===== config.mk =====
export PLATFORM = sky130hd
export DESIGN_NAME = ims_seq
export DESIGN_NICKNAME = d
export VERILOG_FILES = /design/src/inc/ims_pkg.sv /design/src/logic/ims_seq.sv
export SDC_FILE = /design/constraint.sdc
export NUM_CORES = 1
export LEC_CHECK = 0
export BUFFER_PORTS_ARGS = -buffer_cell sky130_fd_sc_hd__buf_4
export CAP_MARGIN = 30
export CORE_MARGIN = 3
export CORE_UTILIZATION = 58
export DETAILED_ROUTE_END_ITERATION = 6
export PLACE_DENSITY = 0.85
export SETUP_SLACK_MARGIN = 0.3
export SLEW_MARGIN = 20
export SYNTH_ARGS = -nofsm -noshare
export SYNTH_HDL_FRONTEND = slang
export SYNTH_SLANG_ARGS = --single-unit

===== constraint.sdc =====
create_clock -name i_clock -period 4.8 [get_ports i_clock]
set_input_delay 1.2 -clock i_clock [delete_from_list [all_inputs] [get_ports i_clock]]
set_output_delay 1.2 -clock i_clock [all_outputs]
set_load 0.005 [all_outputs]

===== src/inc/ims_pkg.sv =====
package ims_pkg;

  // ------------------------------------------------------------
  // register map (word index on the plain register port)
  // ------------------------------------------------------------
  localparam int unsigned ADDR_W          = 3;
  localparam logic [2:0]  REG_DATA_BUFFER = 3'h0;
  localparam logic [2:0]  REG_CONTROL     = 3'h1;
  localparam logic [2:0]  REG_SECOND_CTRL = 3'h2;
  localparam logic [2:0]  REG_ADDR_RELOAD = 3'h3;
  localparam logic [2:0]  REG_PORT_STATUS = 3'h4;
  localparam logic [2:0]  REG_EVENT_FLAGS = 3'h5;

  // control register fields
  localparam int unsigned CTL_WRITE_COLLISION_FLAG_BIT  = 7;
  localparam int unsigned CTL_OVFL_BIT  = 6;
  localparam int unsigned CTL_EN_BIT    = 5;
  localparam logic [3:0]  MODE_MASTER   = 4'h8;

  // second control register fields
  localparam int unsigned C2_START_BIT   = 0;
  localparam int unsigned C2_RESTART_BIT = 1;
  localparam int unsigned C2_STOP_BIT    = 2;
  localparam int unsigned C2_RECV_BIT    = 3;
  localparam int unsigned C2_ACKSEQ_BIT  = 4;
  localparam int unsigned C2_ACKVAL_BIT  = 5;
  localparam int unsigned C2_ACKRES_BIT  = 6;
  localparam int unsigned C2_GCALL_BIT   = 7;

  // port status and event flag fields
  localparam int unsigned ST_FULL_BIT  = 0;
  localparam int unsigned ST_START_BIT = 3;
  localparam int unsigned EV_IRQ_BIT   = 0;
  localparam int unsigned EV_COLL_BIT  = 1;

  // reset values
  localparam logic [7:0] RST_BYTE   = 8'h00;
  localparam logic [6:0] RST_COUNT  = 7'h00;

  // ------------------------------------------------------------
  // timing: counter steps twice per instruction cycle
  // ------------------------------------------------------------
  localparam real         CLOCK_NS        = 5.0;
  localparam int unsigned INSTR_CLKS      = 4;
  localparam int unsigned STEPS_PER_INSTR = 2;
  localparam int unsigned STEP_CLKS       = INSTR_CLKS / STEPS_PER_INSTR;
  localparam logic [1:0]  STEP_LAST       = 2'(STEP_CLKS - 1);

  // bit positions within a byte frame
  localparam logic [3:0]  BIT_LAST_DATA = 4'h7;
  localparam logic [3:0]  BIT_ACK       = 4'h8;

  // ------------------------------------------------------------
  // types
  // ------------------------------------------------------------
  typedef struct packed {
    logic scl;
    logic sda;
  } ims_lines_t;

  typedef enum logic [3:0] {
    ST_IDLE, ST_START_WAIT, ST_START_HOLD,
    ST_RS_SCL_LOW, ST_RS_DATA, ST_RS_SCL_HIGH, ST_RS_BOTH_HIGH, ST_RS_SDA_LOW,
    ST_TX_LOW, ST_TX_HIGH, ST_RX_LOW, ST_RX_HIGH
  } ims_state_t;

endpackage : ims_pkg


===== src/logic/ims_seq.sv =====
module ims_seq (
  input  wire logic                       i_clock,
  input  wire logic                       i_rst,
  input  wire logic [ims_pkg::ADDR_W-1:0] i_addr,
  input  wire logic [7:0]                 i_wdata,
  input  wire logic                       i_wr,
  input  wire logic                       i_rd,
  output logic      [7:0]                 o_rdata,
  input  wire logic                       i_scl,
  output logic                            o_scl_o,
  output logic                            o_scl_oe,
  input  wire logic                       i_sda,
  output logic                            o_sda_o,
  output logic                            o_sda_oe
);

  // ------------------------------------------------------------
  // state
  // ------------------------------------------------------------
  ims_pkg::ims_state_t state_ff, nxt_state;
  ims_pkg::ims_lines_t sync1_ff, sync2_ff, prev_ff, ln;
  logic [1:0] div_ff;
  logic [6:0] cnt_ff;
  logic       run_ff;
  logic [7:0] reload_ff, buffer_ff, shift_ff, rdata_ff;
  logic [3:0] bit_ff, mode_ff;
  logic       en_ff, write_collision_flag_ff, ovfl_ff, full_ff, sdet_ff, irq_ff, coll_ff;
  logic       sen_ff, restart_request_bit_ff, pen_ff, receive_request_bit_ff, ack_sequence_request_ff, ackval_ff, gcen_ff, ackres_ff;
  logic       scl_low_ff, sda_low_ff, nxt_scl_low, nxt_sda_low;
  logic       cnt_load, cnt_stop, ev_coll, ev_irq, ev_clr_sen, ev_clr_restart_request_bit;
  logic       ev_tx_done, ev_ack, ev_rx_done, sh_load, sh_tx, sh_rx, bit_clr, bit_inc;

  // ------------------------------------------------------------
  // register port decode
  // ------------------------------------------------------------
  wire wr_buf   = i_wr && (i_addr == ims_pkg::REG_DATA_BUFFER);
  wire wr_ctl   = i_wr && (i_addr == ims_pkg::REG_CONTROL);
  wire wr_c2    = i_wr && (i_addr == ims_pkg::REG_SECOND_CTRL);
  wire wr_rld   = i_wr && (i_addr == ims_pkg::REG_ADDR_RELOAD);
  wire wr_ev    = i_wr && (i_addr == ims_pkg::REG_EVENT_FLAGS);
  wire rd_buf   = i_rd && (i_addr == ims_pkg::REG_DATA_BUFFER);
  wire master   = en_ff && (mode_ff == ims_pkg::MODE_MASTER);
  wire idle     = (state_ff == ims_pkg::ST_IDLE);
  // start and restart lock the low command bits; events cannot queue
  wire in_start = (state_ff == ims_pkg::ST_START_WAIT) || (state_ff == ims_pkg::ST_START_HOLD);
  wire in_rs    = (state_ff >= ims_pkg::ST_RS_SCL_LOW) && (state_ff <= ims_pkg::ST_RS_SDA_LOW);
  wire c2_lock  = in_start || in_rs;

  // command acceptance, one at a time and only from idle
  wire go_start = master && idle && wr_c2 && i_wdata[ims_pkg::C2_START_BIT];
  wire go_rs    = master && idle && wr_c2 && !i_wdata[ims_pkg::C2_START_BIT]
                  && i_wdata[ims_pkg::C2_RESTART_BIT];
  wire go_rx    = master && idle && wr_c2 && !i_wdata[ims_pkg::C2_START_BIT]
                  && !i_wdata[ims_pkg::C2_RESTART_BIT] && i_wdata[ims_pkg::C2_RECV_BIT];
  wire go_tx    = master && idle && wr_buf;
  wire write_collision_flag_set = master && !idle && wr_buf;

  // ------------------------------------------------------------
  // step enable, synchroniser and counter expiry
  // ------------------------------------------------------------
  wire step     = (div_ff == ims_pkg::STEP_LAST);
  wire expire   = step && run_ff && (cnt_ff == ims_pkg::RST_COUNT);
  wire sda_fall = step && prev_ff.sda && !ln.sda && ln.scl;
  wire sda_rise = step && !prev_ff.sda && ln.sda && ln.scl;
  assign ln = sync2_ff;

  // two clocks per step: period of reload+1 steps gives fosc/(4*(n+1)) per bit
  always_ff @(posedge i_clock or posedge i_rst) begin
    if (i_rst) begin
      div_ff <= 2'h0;
    end else begin
      div_ff <= step ? 2'h0 : div_ff + 2'h1;
    end
  end

  // lines are resampled at the step rate only; first stage feeds second only
  always_ff @(posedge i_clock or posedge i_rst) begin
    if (i_rst) begin
      sync1_ff <= '{scl: 1'b1, sda: 1'b1};
      sync2_ff <= '{scl: 1'b1, sda: 1'b1};
      prev_ff  <= '{scl: 1'b1, sda: 1'b1};
    end else if (step) begin
      sync1_ff <= '{scl: i_scl, sda: i_sda};
      sync2_ff <= sync1_ff;
      prev_ff  <= sync2_ff;
    end
  end

  // baud counter: load, count down, hold at zero until reloaded
  always_ff @(posedge i_clock or posedge i_rst) begin
    if (i_rst) begin
      cnt_ff <= ims_pkg::RST_COUNT;
      run_ff <= 1'b0;
    end else if (cnt_load) begin
      cnt_ff <= reload_ff[6:0];
      run_ff <= 1'b1;
    end else if (cnt_stop) begin
      run_ff <= 1'b0;
    end else if (step && run_ff && (cnt_ff != ims_pkg::RST_COUNT)) begin
      cnt_ff <= cnt_ff - 7'h01;
    end
  end

  // ------------------------------------------------------------
  // sequencer
  // ------------------------------------------------------------
  // the counter is stopped on entry to a clock-high state; it only starts
  // once the clock really reads high, so a stretching slave lengthens the bit
  always_comb begin
    nxt_state   = state_ff;
    nxt_scl_low = scl_low_ff;
    nxt_sda_low = sda_low_ff;
    cnt_load    = 1'b0;
    cnt_stop    = 1'b0;
    ev_coll     = 1'b0;
    ev_irq      = 1'b0;
    ev_clr_sen  = 1'b0;
    ev_clr_restart_request_bit = 1'b0;
    ev_tx_done  = 1'b0;
    ev_ack      = 1'b0;
    ev_rx_done  = 1'b0;
    sh_load     = 1'b0;
    sh_tx       = 1'b0;
    sh_rx       = 1'b0;
    bit_clr     = 1'b0;
    bit_inc     = 1'b0;
    unique case (state_ff)
      ims_pkg::ST_IDLE: begin
        if (go_start) begin
          if (ln.scl && ln.sda) begin
            nxt_scl_low = 1'b0;
            nxt_sda_low = 1'b0;
            cnt_load    = 1'b1;
            nxt_state   = ims_pkg::ST_START_WAIT;
          end else begin
            ev_coll = 1'b1;
          end
        end else if (go_rs) begin
          nxt_scl_low = 1'b1;
          nxt_state   = ims_pkg::ST_RS_SCL_LOW;
        end else if (go_rx) begin
          nxt_scl_low = 1'b1;
          nxt_sda_low = 1'b0;
          cnt_load    = 1'b1;
          bit_clr     = 1'b1;
          nxt_state   = ims_pkg::ST_RX_LOW;
        end else if (go_tx) begin
          nxt_scl_low = 1'b1;
          nxt_sda_low = !i_wdata[7];
          cnt_load    = 1'b1;
          sh_load     = 1'b1;
          bit_clr     = 1'b1;
          nxt_state   = ims_pkg::ST_TX_LOW;
        end
      end
      ims_pkg::ST_START_WAIT: begin
        if (!ln.scl) begin
          ev_coll = 1'b1;
        end else if (expire) begin
          nxt_sda_low = 1'b1;
          cnt_load    = 1'b1;
          nxt_state   = ims_pkg::ST_START_HOLD;
        end
      end
      ims_pkg::ST_START_HOLD: begin
        if (expire) begin
          ev_clr_sen = 1'b1;
          ev_irq     = 1'b1;
          cnt_stop   = 1'b1;
          nxt_state  = ims_pkg::ST_IDLE;
        end
      end
      ims_pkg::ST_RS_SCL_LOW: begin
        nxt_sda_low = 1'b0;
        if (!ln.scl) begin
          cnt_load  = 1'b1;
          nxt_state = ims_pkg::ST_RS_DATA;
        end
      end
      ims_pkg::ST_RS_DATA: begin
        if (expire) begin
          if (ln.sda) begin
            nxt_scl_low = 1'b0;
            cnt_stop    = 1'b1;
            nxt_state   = ims_pkg::ST_RS_SCL_HIGH;
          end else begin
            ev_coll = 1'b1;
          end
        end
      end
      ims_pkg::ST_RS_SCL_HIGH: begin
        if (ln.scl) begin
          if (!ln.sda) begin
            ev_coll = 1'b1;
          end else begin
            cnt_load  = 1'b1;
            nxt_state = ims_pkg::ST_RS_BOTH_HIGH;
          end
        end
      end
      ims_pkg::ST_RS_BOTH_HIGH: begin
        if (!ln.scl) begin
          ev_coll = 1'b1;
        end else if (expire) begin
          nxt_sda_low = 1'b1;
          cnt_load    = 1'b1;
          nxt_state   = ims_pkg::ST_RS_SDA_LOW;
        end
      end
      ims_pkg::ST_RS_SDA_LOW: begin
        if (expire) begin
          ev_clr_restart_request_bit = 1'b1;
          ev_irq      = 1'b1;
          cnt_stop    = 1'b1;
          nxt_state   = ims_pkg::ST_IDLE;
        end
      end
      ims_pkg::ST_TX_LOW, ims_pkg::ST_RX_LOW: begin
        if (expire) begin
          nxt_scl_low = 1'b0;
          cnt_stop    = 1'b1;
          nxt_state   = (state_ff == ims_pkg::ST_TX_LOW) ? ims_pkg::ST_TX_HIGH
                                                          : ims_pkg::ST_RX_HIGH;
        end
      end
      ims_pkg::ST_TX_HIGH: begin
        if (!run_ff) begin
          cnt_load = ln.scl;
        end else if (expire) begin
          nxt_scl_low = 1'b1;
          bit_inc     = 1'b1;
          if (bit_ff == ims_pkg::BIT_ACK) begin
            ev_ack      = 1'b1;
            ev_irq      = 1'b1;
            cnt_stop    = 1'b1;
            nxt_sda_low = 1'b0;
            nxt_state   = ims_pkg::ST_IDLE;
          end else if (bit_ff == ims_pkg::BIT_LAST_DATA) begin
            ev_tx_done  = 1'b1;
            nxt_sda_low = 1'b0;
            cnt_load    = 1'b1;
            nxt_state   = ims_pkg::ST_TX_LOW;
          end else begin
            sh_tx       = 1'b1;
            nxt_sda_low = !shift_ff[6];
            cnt_load    = 1'b1;
            nxt_state   = ims_pkg::ST_TX_LOW;
          end
        end
      end
      ims_pkg::ST_RX_HIGH: begin
        if (!run_ff) begin
          cnt_load = ln.scl;
        end else if (expire) begin
          sh_rx       = 1'b1;
          nxt_scl_low = 1'b1;
          bit_inc     = 1'b1;
          if (bit_ff == ims_pkg::BIT_LAST_DATA) begin
            ev_rx_done = 1'b1;
            ev_irq     = 1'b1;
            cnt_stop   = 1'b1;
            nxt_state  = ims_pkg::ST_IDLE;
          end else begin
            cnt_load  = 1'b1;
            nxt_state = ims_pkg::ST_RX_LOW;
          end
        end
      end
    endcase
    // a collision releases both lines and drops back to idle
    if (ev_coll) begin
      nxt_scl_low = 1'b0;
      nxt_sda_low = 1'b0;
      cnt_load    = 1'b0;
      cnt_stop    = 1'b1;
      nxt_state   = ims_pkg::ST_IDLE;
    end
  end

  // state, line drives, bit count and shifter
  always_ff @(posedge i_clock or posedge i_rst) begin
    if (i_rst) begin
      state_ff   <= ims_pkg::ST_IDLE;
      scl_low_ff <= 1'b0;
      sda_low_ff <= 1'b0;
      bit_ff     <= 4'h0;
      shift_ff   <= ims_pkg::RST_BYTE;
    end else begin
      state_ff   <= nxt_state;
      scl_low_ff <= nxt_scl_low;
      sda_low_ff <= nxt_sda_low;
      bit_ff     <= bit_clr ? 4'h0 : (bit_inc ? bit_ff + 4'h1 : bit_ff);
      if (sh_load) shift_ff <= i_wdata;
      else if (sh_tx) shift_ff <= {shift_ff[6:0], 1'b0};
      else if (sh_rx) shift_ff <= {shift_ff[6:0], ln.sda};
    end
  end

  // ------------------------------------------------------------
  // software registers; a hardware set always beats a software clear
  // ------------------------------------------------------------
  always_ff @(posedge i_clock or posedge i_rst) begin
    if (i_rst) begin
      en_ff     <= 1'b0;
      mode_ff   <= 4'h0;
      reload_ff <= ims_pkg::RST_BYTE;
      buffer_ff <= ims_pkg::RST_BYTE;
      write_collision_flag_ff   <= 1'b0;
      ovfl_ff   <= 1'b0;
      irq_ff    <= 1'b0;
      coll_ff   <= 1'b0;
    end else begin
      if (wr_ctl) begin
        en_ff   <= i_wdata[ims_pkg::CTL_EN_BIT];
        mode_ff <= i_wdata[3:0];
      end
      if (wr_rld) reload_ff <= i_wdata;
      if (go_tx) buffer_ff <= i_wdata;
      else if (ev_rx_done) buffer_ff <= {shift_ff[6:0], ln.sda};
      write_collision_flag_ff <= write_collision_flag_set || (wr_ctl ? i_wdata[ims_pkg::CTL_WRITE_COLLISION_FLAG_BIT] : write_collision_flag_ff);
      ovfl_ff <= (ev_rx_done && full_ff)
                 || (wr_ctl ? i_wdata[ims_pkg::CTL_OVFL_BIT] : ovfl_ff);
      irq_ff  <= ev_irq || (wr_ev ? i_wdata[ims_pkg::EV_IRQ_BIT] : irq_ff);
      coll_ff <= ev_coll || (wr_ev ? i_wdata[ims_pkg::EV_COLL_BIT] : coll_ff);
    end
  end

  // second control register, buffer full and bus start flag
  always_ff @(posedge i_clock or posedge i_rst) begin
    if (i_rst) begin
      {sen_ff, restart_request_bit_ff, pen_ff, receive_request_bit_ff, ack_sequence_request_ff} <= 5'h00;
      {ackval_ff, gcen_ff, ackres_ff, full_ff, sdet_ff} <= 5'h00;
    end else begin
      // a start refused for low lines must not leave the request bit standing
      sen_ff  <= (go_start && !ev_coll) || (sen_ff && !ev_clr_sen && !ev_coll);
      restart_request_bit_ff <= go_rs || (restart_request_bit_ff && !ev_clr_restart_request_bit && !ev_coll);
      receive_request_bit_ff <= go_rx || (receive_request_bit_ff && !ev_rx_done);
      if (wr_c2 && !c2_lock) begin
        pen_ff   <= i_wdata[ims_pkg::C2_STOP_BIT];
        ack_sequence_request_ff <= i_wdata[ims_pkg::C2_ACKSEQ_BIT];
      end
      if (wr_c2) begin
        ackval_ff <= i_wdata[ims_pkg::C2_ACKVAL_BIT];
        gcen_ff   <= i_wdata[ims_pkg::C2_GCALL_BIT];
      end
      if (ev_ack) ackres_ff <= ln.sda;
      full_ff <= go_tx || ev_rx_done || (full_ff && !ev_tx_done && !rd_buf);
      sdet_ff <= en_ff && (sda_fall || (sdet_ff && !sda_rise));
    end
  end

  // ------------------------------------------------------------
  // read path: data stands one cycle after the read strobe
  // ------------------------------------------------------------
  wire [7:0] ctl_rd = {write_collision_flag_ff, ovfl_ff, en_ff, 1'b0, mode_ff};
  wire [7:0] c2_rd  = {gcen_ff, ackres_ff, ackval_ff, ack_sequence_request_ff,
                       receive_request_bit_ff, pen_ff, restart_request_bit_ff, sen_ff};
  wire [7:0] st_rd  = {4'h0, sdet_ff, 2'h0, full_ff};
  wire [7:0] ev_rd  = {6'h00, coll_ff, irq_ff};
  wire [7:0] rd_mux = (i_addr == ims_pkg::REG_DATA_BUFFER) ? buffer_ff :
                      (i_addr == ims_pkg::REG_CONTROL)     ? ctl_rd    :
                      (i_addr == ims_pkg::REG_SECOND_CTRL) ? c2_rd     :
                      (i_addr == ims_pkg::REG_ADDR_RELOAD) ? reload_ff :
                      (i_addr == ims_pkg::REG_PORT_STATUS) ? st_rd     :
                      (i_addr == ims_pkg::REG_EVENT_FLAGS) ? ev_rd     : 8'h00;

  always_ff @(posedge i_clock or posedge i_rst) begin
    if (i_rst) begin
      rdata_ff <= ims_pkg::RST_BYTE;
    end else begin
      rdata_ff <= i_rd ? rd_mux : 8'h00;
    end
  end

  // open-drain pins: only ever pull low
  assign o_rdata  = rdata_ff;
  assign o_scl_o  = 1'b0;
  assign o_sda_o  = 1'b0;
  assign o_scl_oe = scl_low_ff;
  assign o_sda_oe = sda_low_ff;

endmodule : ims_seq


After elaboration in Yosys (flattened, before gate mapping). Index checks and enable logic that the tools add are counted.

Bits in registers: 75. Input bits: 17.

Add/subtract/negate cells: 3. Order comparisons: 2. Eq/ne operators: 44. Muxes and demuxes: 127. Reductions and logical operators: 87.

Operators by type and width (number): 4-bit 2-to-1 mux (26); 1-bit 2-to-1 mux (78); 8-bit 2-to-1 mux (7); 7-bit 2-to-1 mux (6); 3-bit != test, second input constant (14); 1-bit logical AND (40); 4-bit case mux with 10 select lines (1); 4-bit equality test, second input constant (6); 4-bit by 3-bit equality test with 1-bit output, second input constant (5); 17-bit AND reduction (1); 1-bit case mux with 4 select lines (4); 8-bit AND reduction (2); 1-bit zero test (15); 3-bit by 1-bit != test with 1-bit output, second input constant (5); 1-bit logical OR (12); 5-bit nonzero test (2); 4-bit by 2-bit equality test with 1-bit output, second input constant (2); 2-bit nonzero test (4); 2-bit OR reduction (4); 7-bit zero test (1); 7-bit nonzero test (1); 7-bit by 1-bit subtractor with 7-bit output, second input constant (1); 3-bit by 2-bit equality test with 1-bit output, second input constant (2); 3-bit equality test, second input constant (2); 20 further kinds (22).

Longest topological paths before layout.
Word-level depth: 14. Depth in mapped cells: 9. Mapped depth without buffers: 8.

Worst setup path after synthesis. Ideal clock, no wire load.

Path kind: input to register. Start: in i_addr[1] (netlist bit). End: reg cnt_ff[0]. Library setup time: 0.125 ns. Data arrival time: 2.772 ns. Slack: 1.903 ns. Cell stages on the path: 8. Cell sequence: buf_6 nor4bb_1 buf_6 a21oi_4 nor3_2 a211o_1 a211oi_4 mux2_4.

Word-level cells in the longest chain between the ends: 13. Elaborated cells on any way between the ends: 24. Those cells by class: eq/ne (2); mux (10); reduce/logical (12).

Ends and longest elaborated chain: start, declared (RTL line ims_seq.sv:4) `input wire logic [ims_pkg::ADDR_W-1:0] i_addr,`; 3-bit by 2-bit equality test with 1-bit output (RTL line ims_seq.sv:38) `wire wr_c2 = i_wr && (i_addr == ims_pkg::REG_SECOND_CTRL);`; 1-bit logical AND (RTL line ims_seq.sv:38); 1-bit logical AND (RTL line ims_seq.sv:50, ims_seq.sv:51, ims_seq.sv:53); 1-bit logical AND (RTL line ims_seq.sv:51, ims_seq.sv:53); 1-bit logical AND (2 in series) (RTL line ims_seq.sv:54) `&& !i_wdata[ims_pkg::C2_RESTART_BIT] && i_wdata[ims_pkg::C2_RECV_BIT];`; 1-bit 2-to-1 mux (RTL line ims_seq.sv:141) `end else if (go_rx) begin`; 1-bit 2-to-1 mux (RTL line ims_seq.sv:138) `end else if (go_rs) begin`; 1-bit 2-to-1 mux (RTL line ims_seq.sv:129) `if (go_start) begin`; 1-bit case mux with 6 select lines (RTL line ims_seq.sv:127) `unique case (state_ff)`; 1-bit 2-to-1 mux (RTL line ims_seq.sv:271) `if (ev_coll) begin`; 2-bit != test (no source line) or 2-bit nonzero test (tied branches); 2-bit AND reduction (no source line); end signal, assigned (RTL line ims_seq.sv:92) `cnt_ff <= ims_pkg::RST_COUNT;`; end signal, assigned (RTL line ims_seq.sv:95) `cnt_ff <= reload_ff[6:0];`; end signal, assigned (RTL line ims_seq.sv:100) `cnt_ff <= cnt_ff - 7'h01;`; end, declared (RTL line ims_seq.sv:23) `logic [6:0] cnt_ff;`.

Several ways; a longest one is shown, not always the timed one. A chain may end at the register's enable or synchronous reset.

Final worst setup path.
Start: in i_addr[0] (netlist bit). End: reg shift_ff[0].

Word-level cells in the longest chain between the ends: 11. Elaborated cells on any way between the ends: 18. Those cells by class: eq/ne (1); mux (6); reduce/logical (11).

Ends and longest elaborated chain: 3-bit by 2-bit equality test with 1-bit output (RTL line ims_seq.sv:38); 1-bit logical AND (RTL line ims_seq.sv:38); 1-bit logical AND (RTL line ims_seq.sv:50, ims_seq.sv:51, ims_seq.sv:53); 1-bit logical AND (RTL line ims_seq.sv:51, ims_seq.sv:53); 1-bit logical AND (2 in series) (RTL line ims_seq.sv:54); 1-bit 2-to-1 mux (RTL line ims_seq.sv:141); 1-bit 2-to-1 mux (RTL line ims_seq.sv:138); 1-bit 2-to-1 mux (*) (RTL line ims_seq.sv:129); 1-bit 2-to-1 mux (*) (RTL line ims_seq.sv:127); 3-bit nonzero test (no source line) or 7-bit 2-to-1 mux (tied branches); end signal, assigned (RTL line ims_seq.sv:287) `shift_ff <= ims_pkg::RST_BYTE;`; end signal, assigned (RTL line ims_seq.sv:293) `if (sh_load) shift_ff <= i_wdata;`; end signal, assigned (RTL line ims_seq.sv:294) `else if (sh_tx) shift_ff <= {shift_ff[6:0], 1'b0};`; end, declared (RTL line ims_seq.sv:25) `logic [7:0] reload_ff, buffer_ff, shift_ff, rdata_ff;`.

Every way passes the cells marked *; elsewhere a longest branch is shown, timed or not.

==> results.yml <==
placement:
  dp_hpwl_um: 7162
  place_ws_ps: 1409
  globalplace.congestion: 0.8766
  port_buffers: 26
  post_dp_cell_area_mm2: 0.004534
detailed_routing:
  routedWlPerCell_um: 19.03
  drtIter0Drc: 373
  num_vias: 3402
  route.detailed.drc: 0
  first_pass_iters: 6
  antenna_left: 0
  avgViaCountPerCell: 6.383
  routed_wl_um: 10140
pwr:
  p_leak_nw: 2.062
  pwr_density_cell_mw_per_mm2: 415.9
  p_int_mw: 1.341
  p_switching_mw: 0.6430
  netSwitchingFraction_pct: 32.41
  vdd_drop_max_mv: 0.2553
  power.share.clock_pct: 26.5
  combPwrFrac_pct: 28.3
  p_seq_share_pct: 45.2
die:
  start_util_pct: 61.98
  die_y_um: 92.61
  core_mm2: 0.007019
  die_w_um: 92.61
  fp.dieArea_mm2: 0.008576
  rows: 30
  ioPinCount: 29
cts:
  clockBufferDepth: 2
  cts_buffers: 9
  post_cts_buffers: 0
  cts_sinks: 75
  cts_hold_repair.buffers: 0
  cts_root_buf: "clkbuf_8"
  cts_tree: "done"
  clock_latency_ps: 350
  clk_pin_slew_ps: 80
  cts_max_level: 3
  cts_resized: 0
run_status:
  outcome: "finished, final reports clean"
critical_path:
  crit_path_end_kind: "flip-flop"
  critPathMaxFanout: 25
  slowest_delay_ps: 730
  worstPathArrival_ps: 3270
  cp_cell_sequence: "buf_4 > or4b_2 > nor3_4 > a21o_2 > o211ai_1 > o21a_1"
  slowest_stage: "or4b_2"
  crit_type: "in -> reg"
  required_ps: 5050
  start_kind: "primary input"
grt:
  grt.total_usage_pct: 24.78
  grt_max_degree: 45
  grt.overflow.total: 0
  grt_pass1_vias: 3286
  antenna_found_initial: 0
  grt_pass1_wl_um: 16500
timing:
  fin_ws_ps: 1781
  finalSetupViolations: 0
  slew_headroom_pct: 38.37
  clock.fmax_ghz: 0.3312
  fin_skew_ps: 7.623
  finalSetupTns_ps: 0
  worst_pin_slew_ps: 922.5
  fin_hold_ws_ps: 435.6
  maxSlewViolCount: 0
  layout_min_cycle_time_ps: 3019
  grt_setup_unrepaired: "no"
  hold_viol_final: 0
  timing.final.crit_share_pct: 62.90
final_layout:
  drive_above_1_share_pct: 24.03
  synthToLayoutAreaGrowth_pct: 9.635
  final_cell_mix: "dfrtp_1, nand2_1, nor2_1"
  final_cell_area_mm2: 0.004770
  nets: 454
  diodes: 0
  mostFrequentLayoutCell: "dfrtp_1"
synthesis:
  async_flop_share_pct: 100.0
  seq_area_frac_synth_pct: 43.28
  synth_cell_types: 75
  dominantRegCellSynth: "dfrtp_1"
  syn-instance-count: 421
  post_synth.cell_area_avg_um2: 10.33
  synth-edff-count: 0
  ys_ff_latch: 75
  yosysWarnings: 0
  synth_area_mm2: 0.004350
flow_run:
  maxCapViolations: 0
min_path:
  holdCritPathClass: "reg -> reg"
==> path summary, 6_finish.rpt <==
kind | startpoint | to | slack [ps] | cells past startpoint
hold / removal | div_ff[0] | div_ff[0] | 440 | 1
min in group asynchronous | i_rst | cnt_ff[5] | 780 | 2
setup / recovery | i_addr[0] | shift_ff[0] | 1780 | 6
hold reg to reg | div_ff[0] | div_ff[0] | 440 | 1
setup reg to reg | state_ff[0] | buffer_ff[4] | 1790 | 5
max in group asynchronous | i_rst | bit_ff[0] | 3310 | 3
==> synth_stat cells, drive strengths merged, types with 9 or more instances <==
library cell / number / area (um2)
dfrtp: 70 / 1752
nand2: 38 / 142.6
nor2: 32 / 127.6
mux2: 31 / 375.4
o21ai: 25 / 125.1
buf: 18 / 113.9
nor3: 16 / 112.6
a21oi: 14 / 81.33
inv: 14 / 52.55
mux2i: 14 / 140.1
nand2b: 14 / 87.58
clkbuf: 11 / 42.54
a31oi: 10 / 62.56
nor2b: 9 / 56.30
==> through the flow <==
stage | cells | util (%) | total power [mW]
floorplan | 422 | - | 1.309
global placement | 517 | 64.60 | 1.422
detailed placement | 517 | 64.60 | 1.457
CTS | 532 | 67.66 | 1.988
global route | 533 | 67.95 | 2.099
finish | 533 | 67.95 | 1.984
==> state kept, by name, summed over array words and instances, names as in the netlist, 2 cells and up <==
register and flops:
shift_ff 7, cnt_ff 7, bit_ff 4, mode_ff 4
reload_ff 8, o_rdata 8, buffer_ff 8, state_ff 4
ln 2, div_ff 2, sync1_ff 2
==> worst max-delay path: cells and delay by family <==
family	cells	cell delay, ps
AOI/OAI and AO/OA	3	570
buffers and inverters	1	190
and+or+nand+nor	2	1290
==> power by group through the flow <==
| stage | Clock (mW) | Combinational (mW) | Sequential [mW] |
|---|---|---|---|
| finish | 0.525 | 0.562 | 0.897 |
| global route | 0.563 | 0.623 | 0.912 |
| CTS | 0.537 | 0.557 | 0.893 |
| detailed placement | 0 | 0.551 | 0.905 |
| global placement | 0 | 0.526 | 0.896 |
| floorplan | 0 | 0.459 | 0.849 |
==> logic make-up (layout without fill, tap and decap cells) <==
logic type                 after synthesis  count (layout)  synth area share [%]
AOI/OAI and AO/OA                       89              89                 14.58
xor gates and xnor gates                11              11                 2.214
adders and majority gates                4               4                 1.150
buffers and inverters                   43              58                 4.803
DFF                                     75              75                 43.28
muxes                                   50              50                 14.44
other                                    1               2               0.08620
and+or+nand+nor                        148             148                 19.44
==> layer usage <==
metal  wire (um)  GRT usage [%]
met1        4311          33.62
met2        4866          38.55
met3         775          6.661
met4         189          8.540
met5           0              0
==> cell type report <==
| cell class | count | area, um2 |
|---|---|---|
| clock buffer | 9 | 123.9 |
| clock inverter | 6 | 91.34 |
| fill | 523 | 2250 |
| inverter | 14 | 52.55 |
| multi-input combinational | 304 | 2268 |
| sequential | 75 | 1883 |
| tap | 96 | 120.1 |
| timing repair buffer | 29 | 230.2 |
Note: power is estimated with default switching activity, not from simulation.
